[src/hw/cam_consts.vh]
`ifndef CAM_CONSTS_VH
`define CAM_CONSTS_VH
// Register byte offsets
`define CAM_OFS_MASK_STD0 12'h000
`define CAM_OFS_MASK_EXT0 12'h004
`define CAM_OFS_MASK_STD1 12'h008
`define CAM_OFS_MASK_EXT1 12'h00C
`define CAM_OFS_MASK_STD2 12'h010
`define CAM_OFS_MASK_EXT2 12'h014
`define CAM_OFS_FULL_LO 12'h020
`define CAM_OFS_FULL_HI 12'h024
`define CAM_OFS_OVF_LO 12'h028
`define CAM_OFS_OVF_HI 12'h02C
`define CAM_OFS_CTRL01 12'h030
`define CAM_OFS_CTRL23 12'h034
`define CAM_OFS_CTRL45 12'h038
`define CAM_OFS_CTRL67 12'h03C
`define CAM_OFS_FSEL 12'h040
`define CAM_OFS_FLT_STD 12'h044
`define CAM_OFS_FLT_EXT 12'h048
`define CAM_OFS_MATCH 12'h04C
// Mask standard register fields
`define CAM_STD_LSB 5
`define CAM_MODE_BIT 3
// Buffer control fields, per byte
`define CAM_DIR_BIT 7
`define CAM_ABT_BIT 6
`define CAM_LARB_BIT 5
`define CAM_ERR_BIT 4
`define CAM_REQ_BIT 3
`define CAM_RTR_BIT 2
`define CAM_PRI_LSB 0
// Reset values
`define CAM_FLAGS_RST 32'h0000_0000
`define CAM_CTRL_RST 8'h00
`define CAM_FSEL_RST 2'h0
// Mask source encodings
`define CAM_SRC_NONE 2'h3
`endif

[src/hw/cam_accept_ctrl.v]
// Register access over AHB-Lite and the register offsets were decided locally.
`timescale 1ns/10ps
`include "cam_consts.vh"
module cam_accept_ctrl (
   input wire hclk,
   input wire hresetn,
   input wire hsel,
   input wire [31:0] haddr,
   input wire [1:0] htrans,
   input wire hwrite,
   input wire [2:0] hsize,
   input wire [31:0] hwdata,
   input wire hready,
   output wire hreadyout,
   output wire hresp,
   output reg [31:0] hrdata,
   input wire msg_valid,
   input wire [10:0] msg_std_ident,
   input wire [17:0] msg_ext_ident,
   input wire msg_is_ext,
   output wire msg_accept,
   input wire rx_store,
   input wire [4:0] rx_store_slot,
   input wire [7:0] tx_done,
   input wire [7:0] tx_abort_done,
   input wire [7:0] tx_lost_arb,
   input wire [7:0] tx_bus_err,
   input wire [7:0] remote_rx,
   output wire [7:0] abort_req,
   output wire [7:0] buffer_direction,
   output wire tx_pending,
   output wire [2:0] tx_next_slot,
   output wire ram_req,
   output wire ram_we,
   output wire [4:0] ram_slot,
   input wire ram_ack
);
   reg [15:0] mask_std_id_reg [0:2];
   reg [15:0] mask_ext_id_reg [0:2];
   reg [31:0] rx_full_reg;
   reg [31:0] rx_ovf_reg;
   reg [7:0] ctrl_reg [0:7];
   reg [1:0] fsel_reg;
   reg [15:0] flt_std_reg;
   reg [15:0] flt_ext_reg;
   reg match_reg;
   reg aph_wr_reg;
   reg [11:0] aph_addr_reg;
   reg [7:0] abort_reg;
   integer i;
   genvar g;
   wire [7:0] req_vec;

   assign hreadyout = 1'b1;
   assign hresp = 1'b0;

   wire take = hsel & hready & htrans[1];
   wire wr = aph_wr_reg;
   wire [11:0] wa = aph_addr_reg;

   // Ctrl byte for buffer b lives in word 12 + b/2, byte lane b%2
   function [7:0] ctrl_of;
      input [15:0] w;
      input odd;
      begin
         ctrl_of = odd ? w[15:8] : w[7:0];
      end
   endfunction

   function is_ofs;
      input [11:0] a;
      input [11:0] o;
      begin
         is_ofs = (a == o);
      end
   endfunction

   always @(posedge hclk or negedge hresetn) begin
      if (!hresetn) begin
         aph_wr_reg <= 1'b0;
         aph_addr_reg <= 12'h000;
      end else begin
         aph_wr_reg <= take & hwrite;
         aph_addr_reg <= haddr[11:0];
      end
   end

   // mask sets have no reset, they hold unknown until written
   generate
      for (g = 0; g < 3; g = g + 1) begin : mask_set
         localparam integer STD_OFS = `CAM_OFS_MASK_STD0 + g * 8;
         localparam integer EXT_OFS = `CAM_OFS_MASK_EXT0 + g * 8;
         always @(posedge hclk) begin
            if (wr && is_ofs(wa, STD_OFS[11:0]))
               mask_std_id_reg[g] <= hwdata[15:0] & 16'hFFEB;
            if (wr && is_ofs(wa, EXT_OFS[11:0]))
               mask_ext_id_reg[g] <= hwdata[15:0];
         end
      end
   endgenerate

   always @(posedge hclk or negedge hresetn) begin
      if (!hresetn) begin
         fsel_reg <= `CAM_FSEL_RST;
         flt_std_reg <= 16'h0000;
         flt_ext_reg <= 16'h0000;
      end else begin
         if (wr && is_ofs(wa, `CAM_OFS_FSEL))
            fsel_reg <= hwdata[1:0];
         if (wr && is_ofs(wa, `CAM_OFS_FLT_STD))
            flt_std_reg <= hwdata[15:0] & 16'hFFEB;
         if (wr && is_ofs(wa, `CAM_OFS_FLT_EXT))
            flt_ext_reg <= hwdata[15:0];
      end
   end

   wire no_mask = (fsel_reg == `CAM_SRC_NONE);
   wire [1:0] ms = no_mask ? 2'h0 : fsel_reg;
   wire [15:0] sel_std = no_mask ? 16'hFFFF : mask_std_id_reg[ms];
   wire [15:0] sel_ext = no_mask ? 16'hFFFF : mask_ext_id_reg[ms];
   wire [10:0] std_en = sel_std[15:`CAM_STD_LSB];
   wire [17:0] ext_en = {sel_std[1:0], sel_ext};
   wire [17:0] flt_ext = {flt_std_reg[1:0], flt_ext_reg};
   wire std_ok = ((msg_std_ident ^ flt_std_reg[15:5]) & std_en) == 11'h000;
   wire ext_ok = ((msg_ext_ident ^ flt_ext) & ext_en) == 18'h00000;
   wire type_mode = no_mask ? 1'b1 : sel_std[`CAM_MODE_BIT];
   // bit 3 of the filter standard register picks the accepted type
   wire type_ok = (msg_is_ext == flt_std_reg[3]);
   assign msg_accept = msg_valid & std_ok & (~msg_is_ext | ext_ok) &
      (~type_mode | type_ok);

   always @(posedge hclk or negedge hresetn) begin
      if (!hresetn)
         match_reg <= 1'b0;
      else if (msg_valid)
         match_reg <= msg_accept;
   end

   // Receive flags
   wire [31:0] store_hit = rx_store ? (32'h0000_0001 << rx_store_slot) : 32'h0000_0000;
   reg [31:0] full_clr;
   reg [31:0] ovf_clr;
   always @* begin
      full_clr = 32'h0000_0000;
      ovf_clr = 32'h0000_0000;
      // writing 0 clears, writing 1 is ignored
      if (wr && is_ofs(wa, `CAM_OFS_FULL_LO))
         full_clr[15:0] = ~hwdata[15:0];
      if (wr && is_ofs(wa, `CAM_OFS_FULL_HI))
         full_clr[31:16] = ~hwdata[15:0];
      if (wr && is_ofs(wa, `CAM_OFS_OVF_LO))
         ovf_clr[15:0] = ~hwdata[15:0];
      if (wr && is_ofs(wa, `CAM_OFS_OVF_HI))
         ovf_clr[31:16] = ~hwdata[15:0];
   end

   // Set wins over a clear in the same cycle
   always @(posedge hclk or negedge hresetn) begin
      if (!hresetn) begin
         rx_full_reg <= `CAM_FLAGS_RST;
         rx_ovf_reg <= `CAM_FLAGS_RST;
      end else begin
         rx_full_reg <= (rx_full_reg & ~full_clr) | store_hit;
         // overflow on store into a full buffer
         rx_ovf_reg <= (rx_ovf_reg & ~ovf_clr) | (store_hit & rx_full_reg);
      end
   end

   // Per-buffer control bytes
   generate
      for (g = 0; g < 8; g = g + 1) begin : buf_ctl
         // even buffer low byte, odd buffer high byte
         localparam integer CTRL_OFS = `CAM_OFS_CTRL01 + (g / 2) * 4;
         localparam integer LANE = g % 2;
         wire hit = wr && is_ofs(wa, CTRL_OFS[11:0]);
         wire [7:0] wb = ctrl_of(hwdata[15:0], LANE[0]);
         wire [7:0] cur = ctrl_reg[g];
         wire sw_req = hit & wb[`CAM_REQ_BIT];
         // clearing a set request asks for abort
         wire sw_abort = hit & ~wb[`CAM_REQ_BIT] & cur[`CAM_REQ_BIT];
         wire rtr_set = remote_rx[g] & cur[`CAM_RTR_BIT];
         wire req_set = (sw_req | rtr_set) & ~cur[`CAM_REQ_BIT];
         reg [7:0] nx;
         always @* begin
            nx = cur;
            if (hit) begin
               nx[`CAM_DIR_BIT] = wb[`CAM_DIR_BIT];
               nx[`CAM_RTR_BIT] = wb[`CAM_RTR_BIT];
               nx[`CAM_PRI_LSB + 1:`CAM_PRI_LSB] = wb[`CAM_PRI_LSB + 1:`CAM_PRI_LSB];
               nx[`CAM_REQ_BIT] = wb[`CAM_REQ_BIT];
            end
            if (tx_done[g] | tx_abort_done[g])
               nx[`CAM_REQ_BIT] = 1'b0;
            if (rtr_set)
               nx[`CAM_REQ_BIT] = 1'b1;
            if (tx_abort_done[g])
               nx[`CAM_ABT_BIT] = 1'b1;
            if (tx_lost_arb[g])
               nx[`CAM_LARB_BIT] = 1'b1;
            if (tx_bus_err[g])
               nx[`CAM_ERR_BIT] = 1'b1;
            if (req_set) begin
               nx[`CAM_ABT_BIT] = 1'b0;
               nx[`CAM_LARB_BIT] = 1'b0;
               nx[`CAM_ERR_BIT] = 1'b0;
            end
         end
         always @(posedge hclk or negedge hresetn) begin
            if (!hresetn) begin
               ctrl_reg[g] <= `CAM_CTRL_RST;
               abort_reg[g] <= 1'b0;
            end else begin
               ctrl_reg[g] <= nx;
               // abort held until engine reports completion or a new request is set
               if (sw_abort)
                  abort_reg[g] <= 1'b1;
               else if (tx_abort_done[g] | tx_done[g] | req_set)
                  abort_reg[g] <= 1'b0;
            end
         end
         assign buffer_direction[g] = cur[`CAM_DIR_BIT];
         assign req_vec[g] = cur[`CAM_REQ_BIT];
      end
   endgenerate
   assign abort_req = abort_reg;

   // highest priority pending transmit buffer, lowest index on tie
   reg [2:0] best;
   reg [2:0] best_pri;
   reg any;
   always @* begin
      best = 3'h0;
      best_pri = 3'h0;
      any = 1'b0;
      for (i = 0; i < 8; i = i + 1) begin
         if (ctrl_reg[i][`CAM_DIR_BIT] && ctrl_reg[i][`CAM_REQ_BIT] && !abort_reg[i] &&
            (!any || {1'b0, ctrl_reg[i][1:0]} > best_pri)) begin
            best = i[2:0];
            best_pri = {1'b0, ctrl_reg[i][1:0]};
            any = 1'b1;
         end
      end
   end
   assign tx_pending = any;
   assign tx_next_slot = best;

   // message contents go through the DMA RAM port
   reg ram_busy_reg;
   reg ram_we_reg;
   reg [4:0] ram_slot_reg;
   reg store_wait_reg;
   reg [4:0] store_wait_slot_reg;
   reg [7:0] fetched_reg;

   // A store that meets a busy port waits here so its RAM write is not lost;
   // only one can wait, a further store in that window replaces it
   wire store_now = ~ram_busy_reg & ~store_wait_reg & rx_store;
   always @(posedge hclk or negedge hresetn) begin
      if (!hresetn) begin
         store_wait_reg <= 1'b0;
         store_wait_slot_reg <= 5'h00;
      end else if (rx_store && !store_now) begin
         store_wait_reg <= 1'b1;
         store_wait_slot_reg <= rx_store_slot;
      end else if (!ram_busy_reg) begin
         store_wait_reg <= 1'b0;
      end
   end

   // Fetch the next buffer once per request; refetching would hog the port
   wire fetch_now = any & ~fetched_reg[best];
   wire [7:0] fetch_hit = (fetch_now & ~ram_busy_reg & ~store_wait_reg & ~rx_store) ?
      (8'h01 << best) : 8'h00;
   always @(posedge hclk or negedge hresetn) begin
      if (!hresetn)
         fetched_reg <= 8'h00;
      else
         fetched_reg <= (fetched_reg | fetch_hit) & req_vec;
   end

   always @(posedge hclk or negedge hresetn) begin
      if (!hresetn) begin
         ram_busy_reg <= 1'b0;
         ram_we_reg <= 1'b0;
         ram_slot_reg <= 5'h00;
      end else if (ram_busy_reg) begin
         if (ram_ack)
            ram_busy_reg <= 1'b0;
      end else if (store_wait_reg) begin
         ram_busy_reg <= 1'b1;
         ram_we_reg <= 1'b1;
         ram_slot_reg <= store_wait_slot_reg;
      end else if (rx_store) begin
         ram_busy_reg <= 1'b1;
         ram_we_reg <= 1'b1;
         ram_slot_reg <= rx_store_slot;
      end else if (fetch_now) begin
         ram_busy_reg <= 1'b1;
         ram_we_reg <= 1'b0;
         ram_slot_reg <= {2'h0, best};
      end
   end
   assign ram_req = ram_busy_reg;
   assign ram_we = ram_we_reg;
   assign ram_slot = ram_slot_reg;

   // Read mux, registered on the address phase
   reg [31:0] rd;
   always @* begin
      rd = 32'h0000_0000;
      case (haddr[11:0])
         `CAM_OFS_MASK_STD0: rd[15:0] = mask_std_id_reg[0];
         `CAM_OFS_MASK_EXT0: rd[15:0] = mask_ext_id_reg[0];
         `CAM_OFS_MASK_STD1: rd[15:0] = mask_std_id_reg[1];
         `CAM_OFS_MASK_EXT1: rd[15:0] = mask_ext_id_reg[1];
         `CAM_OFS_MASK_STD2: rd[15:0] = mask_std_id_reg[2];
         `CAM_OFS_MASK_EXT2: rd[15:0] = mask_ext_id_reg[2];
         `CAM_OFS_FULL_LO: rd[15:0] = rx_full_reg[15:0];
         `CAM_OFS_FULL_HI: rd[15:0] = rx_full_reg[31:16];
         `CAM_OFS_OVF_LO: rd[15:0] = rx_ovf_reg[15:0];
         `CAM_OFS_OVF_HI: rd[15:0] = rx_ovf_reg[31:16];
         `CAM_OFS_CTRL01: rd[15:0] = {ctrl_reg[1], ctrl_reg[0]};
         `CAM_OFS_CTRL23: rd[15:0] = {ctrl_reg[3], ctrl_reg[2]};
         `CAM_OFS_CTRL45: rd[15:0] = {ctrl_reg[5], ctrl_reg[4]};
         `CAM_OFS_CTRL67: rd[15:0] = {ctrl_reg[7], ctrl_reg[6]};
         `CAM_OFS_FSEL: rd[1:0] = fsel_reg;
         `CAM_OFS_FLT_STD: rd[15:0] = flt_std_reg;
         `CAM_OFS_FLT_EXT: rd[15:0] = flt_ext_reg;
         `CAM_OFS_MATCH: rd[0] = match_reg;
         default: rd = 32'h0000_0000;
      endcase
   end

   always @(posedge hclk or negedge hresetn) begin
      if (!hresetn)
         hrdata <= 32'h0000_0000;
      else if (take && !hwrite)
         hrdata <= rd;
   end
endmodule // cam_accept_ctrl

[config.mk]
export PLATFORM = sky130hd
export DESIGN_NAME = cam_accept_ctrl
export DESIGN_NICKNAME = d
export VERILOG_FILES = /design/src/hw/cam_accept_ctrl.v
export VERILOG_INCLUDE_DIRS = /design/src /design/src/hw
export SDC_FILE = /design/constraint.sdc
export NUM_CORES = 1
export LEC_CHECK = 0
export ABC_AREA = 1
export BUFFER_PORTS_ARGS = -buffer_cell sky130_fd_sc_hd__buf_2
export CAP_MARGIN = 20
export CORE_ASPECT_RATIO = 1.25
export CORE_MARGIN = 5
export CORE_UTILIZATION = 51
export DETAILED_ROUTE_END_ITERATION = 6
export GPL_TIMING_DRIVEN = 0
export PLACE_DENSITY = 0.72
export SLEW_MARGIN = 15
export SYNTH_ARGS = -nofsm -noshare
export SYNTH_HDL_FRONTEND = slang
export SYNTH_SLANG_ARGS = --single-unit
[constraint.sdc]
create_clock -name hclk -period 20.3 [get_ports hclk]
set_input_delay 3.045 -clock hclk [delete_from_list [all_inputs] [get_ports hclk]]
set_output_delay 3.045 -clock hclk [all_outputs]
set_load 0.03 [all_outputs]
# Word level (Yosys, flattened, before mapping)
# Memory sizes are Yosys's and may differ from the RTL's.
# Index checks and enable logic that the tools add are counted.
dict set report totals {
  output_inout_bits 62
  regBits 219
  rom_bits 0
  mem_count 2
  in_bits 152
  ramBits 90
  latchBits 0
}
dict set report op_classes {
  mul 0
  n_div 0
  eq_ne 36
  magnitude_cmp 8
  n_reduce_logical 116
  shifts 2
  muxes 146
  n_bitwise 108
  addsub 0
}
# name depth width rd rd_clocked_by_memory_dff write_ports line_no
set memory_table {}
lappend memory_table {mask_ext_id_reg 3 16 4 0 1 cam_accept_ctrl.v:39} ;# reg [15:0] mask_ext_id_reg [0:2];
lappend memory_table {mask_std_id_reg 3 14 4 0 1 cam_accept_ctrl.v:38} ;# reg [15:0] mask_std_id_reg [0:2];
# operator count
set op_table {}
lappend op_table {{$pmux W14 S16} 1}
lappend op_table {{$eq A12 B6 Y1 const B} 16}
lappend op_table {{$mux W16} 8}
lappend op_table {{$and A32 B32 Y32} 3}
lappend op_table {{$mux W1} 93}
lappend op_table {{$eq A12 B7 Y1 const B} 7}
lappend op_table {{$not A32 Y32} 2}
lappend op_table {{$or A32 B32 Y32} 2}
lappend op_table {{$reduce_bool A2 Y1} 32}
lappend op_table {{$mux W3} 19}
lappend op_table {{$and A1 B1 Y1} 52}
lappend op_table {{$eq A12 B4 Y1 const B} 4}
lappend op_table {{$eq A12 B5 Y1 const B} 4}
lappend op_table {{$logic_and A1 B1 Y1} 42}
lappend op_table {{$mux W32} 1}
lappend op_table {{$mux W4} 8}
lappend op_table {{$reduce_or A16 Y1} 2}
lappend op_table {{$shl A1 B5 Y32 const A} 1}
lappend op_table {{$mux W14} 2}
lappend op_table {{$reduce_or A14 Y1} 2}
lappend op_table {{$reduce_bool A3 Y1} 9}
lappend op_table {{$or A1 B1 Y1} 26}
lappend op_table {{$eq A12 B3 Y1 const B} 2}
lappend op_table {{$logic_not A12 Y1} 2}
lappend op_table {{other kinds (26)} 76}

# Logic depth before layout (Yosys ltp)
dict set report logic_depth {
  word_depth 41
  depth_mapped 71
  mapped_depth_nobuf 71
}

# Least setup slack after synthesis
# Ideal clock, no wire load.
dict set report synth_timing {
  path_type {reg-to-output}
  from {reg abort_reg[0] (netlist: abort_req[0])}
  to {out tx_next_slot[2]}
  stages_incl_launch_ff 58
  arrival_time_ns 7.130
  setup_slack_ns 10.125
  path_cell_list {dfrtp_1 nor2_2 inv_2 nor2_1 ha_1 nand2_1 nand2_1 nand2_1 nand2_1 nand2_1 nand2_1 ha_1 inv_1 o21bai_1 nand2_1 nand2_1 nand2_2 inv_1 [22 not listed] nand2_1 nand2_2 o21ai_0 ha_1 inv_1 nor2_1 o21a_1 o21ai_2 o21ai_0 ha_1 inv_1 nor2_1 o21ai_0 nand2_2 nand2_4 nand2_2 nor2_1 inv_2}
}
dict set report synth_via {
  elab_chain_cells 31
  word_cells_on_any_way 49
  classes_between {order compare (7); mux (19); reduce/logical (23)}
}
# item line_no
set synth_lines {}
lappend synth_lines {{start, declared} cam_accept_ctrl.v:49} ;# reg [7:0] abort_reg;
lappend synth_lines {{start signal, assigned by index} cam_accept_ctrl.v:211} ;# abort_reg[g] <= 1'b0;
lappend synth_lines {{start signal, assigned by index} cam_accept_ctrl.v:216} ;# abort_reg[g] <= 1'b1;
lappend synth_lines {{start signal, assigned by index} cam_accept_ctrl.v:218} ;# abort_reg[g] <= 1'b0;
lappend synth_lines {{$logic_not A1 Y1 (*)} cam_accept_ctrl.v:236} ;# if (ctrl_reg[i][`CAM_DIR_BIT] && ctrl_reg[i][`CAM_REQ_BIT] && !abort_reg[i] &&
lappend synth_lines {{$logic_and A1 B1 Y1 (*)} cam_accept_ctrl.v:236}
lappend synth_lines {{$mux W2 / $mux W1 (equally long branches)} cam_accept_ctrl.v:236}
lappend synth_lines {{$gt A2 B2 Y1 / $logic_not A1 Y1 (equally long branches)} cam_accept_ctrl.v:237} ;# (!any || {1'b0, ctrl_reg[i][1:0]} > best_pri)) begin
lappend synth_lines {{$logic_or A1 B1 Y1} cam_accept_ctrl.v:237}
lappend synth_lines {{$logic_and A1 B1 Y1} cam_accept_ctrl.v:236}
lappend synth_lines {{$mux W2 / $mux W1 (equally long branches)} cam_accept_ctrl.v:236}
lappend synth_lines {{$gt A2 B3 Y1 / $logic_not A1 Y1 (equally long branches)} cam_accept_ctrl.v:237}
lappend synth_lines {{[15 not listed]} -}
lappend synth_lines {{$gt A2 B3 Y1 / $logic_not A1 Y1 (equally long branches)} cam_accept_ctrl.v:237}
lappend synth_lines {{$logic_or A1 B1 Y1} cam_accept_ctrl.v:237}
lappend synth_lines {{$logic_and A1 B1 Y1} cam_accept_ctrl.v:236}
lappend synth_lines {{$mux W3 / $mux W1 (equally long branches)} cam_accept_ctrl.v:236}
lappend synth_lines {{$gt A2 B3 Y1 / $logic_not A1 Y1 (equally long branches)} cam_accept_ctrl.v:237}
lappend synth_lines {{$logic_or A1 B1 Y1} cam_accept_ctrl.v:237}
lappend synth_lines {{$logic_and A1 B1 Y1} cam_accept_ctrl.v:236}
lappend synth_lines {{$mux W3 (*)} cam_accept_ctrl.v:236}
lappend synth_lines {{end, declared} cam_accept_ctrl.v:32} ;# output wire [2:0] tx_next_slot,
# Mark *: on every way between the ends. The rest lies on a longest branch, timed or not.

# Worst setup path after layout
dict set report layout_timing {
  from {reg ctrl_reg, in the netlist buf_ctl[0].cur[7]}
  to {out tx_next_slot[2]}
}
dict set report layout_via {
  elab_chain_cells 31
  word_cells_on_any_way 49
  classes_between {order compare (7); mux (19); reduce/logical (23)}
}
# item line_no
set layout_lines {}
lappend layout_lines {{start, declared} cam_accept_ctrl.v:42} ;# reg [7:0] ctrl_reg [0:7];
lappend layout_lines {{start signal, assigned by index} cam_accept_ctrl.v:210} ;# ctrl_reg[g] <= `CAM_CTRL_RST;
lappend layout_lines {{start signal, assigned by index} cam_accept_ctrl.v:213} ;# ctrl_reg[g] <= nx;
lappend layout_lines {{$logic_and A1 B1 Y1 (*) (2 in a row)} cam_accept_ctrl.v:236}
lappend layout_lines {{$mux W2 / $mux W1 (equally long branches)} cam_accept_ctrl.v:236}
lappend layout_lines {{$gt A2 B2 Y1 / $logic_not A1 Y1 (equally long branches)} cam_accept_ctrl.v:237}
lappend layout_lines {{$logic_or A1 B1 Y1} cam_accept_ctrl.v:237}
lappend layout_lines {{$logic_and A1 B1 Y1} cam_accept_ctrl.v:236}
lappend layout_lines {{$mux W2 / $mux W1 (equally long branches)} cam_accept_ctrl.v:236}
lappend layout_lines {{$gt A2 B3 Y1 / $logic_not A1 Y1 (equally long branches)} cam_accept_ctrl.v:237}
lappend layout_lines {{$logic_or A1 B1 Y1} cam_accept_ctrl.v:237}
lappend layout_lines {{[14 not listed]} -}
lappend layout_lines {{$gt A2 B3 Y1 / $logic_not A1 Y1 (equally long branches)} cam_accept_ctrl.v:237}
lappend layout_lines {{$logic_or A1 B1 Y1} cam_accept_ctrl.v:237}
lappend layout_lines {{$logic_and A1 B1 Y1} cam_accept_ctrl.v:236}
lappend layout_lines {{$mux W3 / $mux W1 (equally long branches)} cam_accept_ctrl.v:236}
lappend layout_lines {{$gt A2 B3 Y1 / $logic_not A1 Y1 (equally long branches)} cam_accept_ctrl.v:237}
lappend layout_lines {{$logic_or A1 B1 Y1} cam_accept_ctrl.v:237}
lappend layout_lines {{$logic_and A1 B1 Y1} cam_accept_ctrl.v:236}
lappend layout_lines {{$mux W3 (*)} cam_accept_ctrl.v:236}
# Marks and branches as above.

==> out/results.ini <==
[sta]
setup-tns-final_ns = 0
setup-violations-final = 0
maxSlewHeadroom_pct = 26.2
grt_setup_unrepaired = false
min_period_over_period_pct = 58.5
setup_slack_ns = 8.43
hold_violations = 0
period_needed_ns = 11.87
tightest_slew_ns = 1.10
worst_clock_skew_ns = 0.0217
maxSlewViolCount = 0
fmax_ghz = 0.0842

[layout]
n_antenna_cell = 0
seq_area_um2 = 8180
fin_cells = 2423
drive_gt1_share_pct = 14.3
largest_register_ffs = 64
synthToLayoutAreaGrowth_pct = 17.0
fill_cells = 2768
multi_input_area_um2 = 6030
design_area_um2 = 18200
fin_nets = 2163

[worst_setup_path]
end_kind = primary output
cp.required_ns = 17.26
crit_arrival_ns = 8.83
cp-start-kind = flip-flop
critPathKind = flip-flop to primary output
critPathMaxStageDelay_ns = 0.47
crit_fanout = 10
cpMostUsedCell = nand2_1
cp_slowest_cell = dfrtp_1

[placement]
preCtsSetupSlack_ns = 9.09
placed_cells = 2363
gp_congestion = 0.996
hpwl_um = 45800
port-buffer-count = 153
placed_cell_area_um2 = 17000

[run]
drv_cap = 0

[routing]
drt_iter0_drc = 1608
drtAntennaViolNets = 0
drc_errors = 0
routedWlPerCell_um = 24.4
first_pass_iters = 5
vias = 14500
drt-vias-per-instance = 5.97
wirelength_um = 59100

[worst_hold_path]
hold_path.class = flip-flop to flip-flop

[cts]
htreeDepth = 2
cts_setup_buffers = 0
clk_pin_slew_ns = 0.06
cts_made_buffers = 34
post_cts_resized = 0
tritoncts = built
cts_root_buf = clkbuf_16
clkSinkCount = 309
cts_buffer_depth = 3
ctsHoldBuffers = 0
clkLatencyLatePin_ns = 0.52

[floorplanning]
initial_utilization_pct = 51.7
die-area_um2 = 34000
std_cell_rows = 71
io_pins = 214
die_w_um = 166
core_um2 = 30000
die_y_um = 205

[synth]
synthFlopType = dfrtp_1
synth_seq_area_share_pct = 52.7
ys_top_cells_by_area = dfrtp_1, edfxtp_1, o21ai_0
yosysWarnings = 0
synth.ff_latch_count = 309
synth.distinct_cells = 56
syn_inst = 1781
avgSynthCellArea_um2 = 8.71
synth-async-reset-ratio_pct = 70.9
synth_edf_count = 90
syn_area_um2 = 15500
synth.top_cell.area_share_pct = 35.3
yosys.area.top_type = dfrtp_1

[global_routing]
first_global_vias = 14200
grt_antenna_before_repair = 0
grt_pass1_wl_um = 87200
grt-ovfl-total = 0
grt_max_degree = 93
track_usage_pct = 34.0

[status]
run_status = finished clean

[pwr]
power_density_nw_per_um2 = 87.7
ir_drop_mv = 0.0812
p_leak_nw = 8.60

[worst max-delay path: cells and delay by family (launching register included)]
| kind | cells | cell delay (ns) |
|---|---|---|
| flops | 1 | 0.47 |
| fa+ha+maj | 7 | 1.95 |
| compound gates | 10 | 1.95 |
| buf+inv | 9 | 0.83 |
| simple gates | 31 | 3.09 |
[kinds of logic (layout without fill, tap and decap cells)]
kind of cell               Yosys count  count (layout)  synth area share [%]
AOI/OAI and AO/OA                  460             460                  17.2
xor gates and xnor gates            30              30                  1.69
adders and majority gates           13              13                  1.05
buffers and inverters              337             562                  8.93
DFF                                309             309                  52.7
muxes                                1               1                0.0726
other                                2              18                0.0484
and+or+nand+nor                    629             629                  18.3
[cells in the mapped netlist (2+ instances only)]
cell and count:
clkinv_1 2, o211ai_1 2, ha_1 13, or4_1 7, nor3_1 21, nand3b_1 2
nor2_2 2, inv_2 8, a22o_1 3, o21bai_1 2, and3_1 2, edfxtp_1 90
nand2_4 4, buf_4 26, o21ai_1 3, nand3_1 120, buf_2 2, a32o_1 11
nand4_1 31, inv_1 233, a2111o_1 5, o22ai_1 30, nand3_2 3, xor2_1 30
clkbuf_8 2, dfrtp_1 219, nor4_1 20, a221oi_1 4, nand2_2 11, o21ai_0 285
o221ai_1 25, clkbuf_1 63, conb_1 2, nor2_1 149, a21oi_1 51, nand2_1 249
o31ai_1 30
[cell usage in the layout (no fill, tap or decap), drive strengths merged, types with 11 or more instances in the layout]
cell      n
nand2   264
a32o     11
o21ai   289
o22ai    30
nand4    32
o31ai    30
nand3   124
conb     18
xor2     30
o221ai   25
nor3     22
nor2    152
a21oi    52
edfxtp   90
buf     194
inv     242
dfrtp   219
ha       13
clkbuf  112
nor4     20
[stage by stage]
stage,hold slack (ns),power (mW),utilization (%)
6_report,0.476,1.59,60.5
3_3_place_gp,0.456,0.951,56.1
4_1_cts,0.477,1.59,60.5
5_1_grt,0.491,1.65,60.5
2_1_floorplan,0.453,0.866,-
3_5_place_dp,0.459,0.959,56.7
[layer usage]
metal / share of wire (%) / up-vias / track usage, %
li1: - / 6515 / -
met1: 37 / 6871 / 41.6
met2: 48 / 886 / 58.5
met3: 9.5 / 196 / 5.54
met4: 6.0 / 0 / 17.2
met5: 0 / - / 0
[cell type report]
cell class	instances	share of cell area (%)
Buffer	94	2.60
Clock buffer	47	5.35
Tap cell	401	2.76
Multi-Input combinational cell	1151	33.2
Sequential cell	309	45.1
Clock inverter	13	0.923
Inverter	243	5.02
Timing Repair Buffer	165	5.07
[report_power, final]
part,switching [mW],internal [mW],total (mW)
Combinational,0.163,0.0712,0.234
Clock,0.256,0.386,0.641
Sequential,0.0299,0.687,0.717
[final timing paths]
check                                        from                end  slack (ns)  cells after the start
max in group asynchronous                 hresetn    rx_full_reg[14]       17.02                      2
worst max-delay path            buf_ctl[0].cur[7]    tx_next_slot[2]        8.43                     57
worst max register to register  buf_ctl[0].cur[7]        ram_slot[2]       11.50                     62
worst min-delay path                    hrdata[4]          hrdata[4]        0.48                      2
worst min register to register          hrdata[4]          hrdata[4]        0.48                      2
min in group asynchronous                 hresetn  buf_ctl[4].cur[7]        2.43                      1
(Power assumes the default switching activity.)
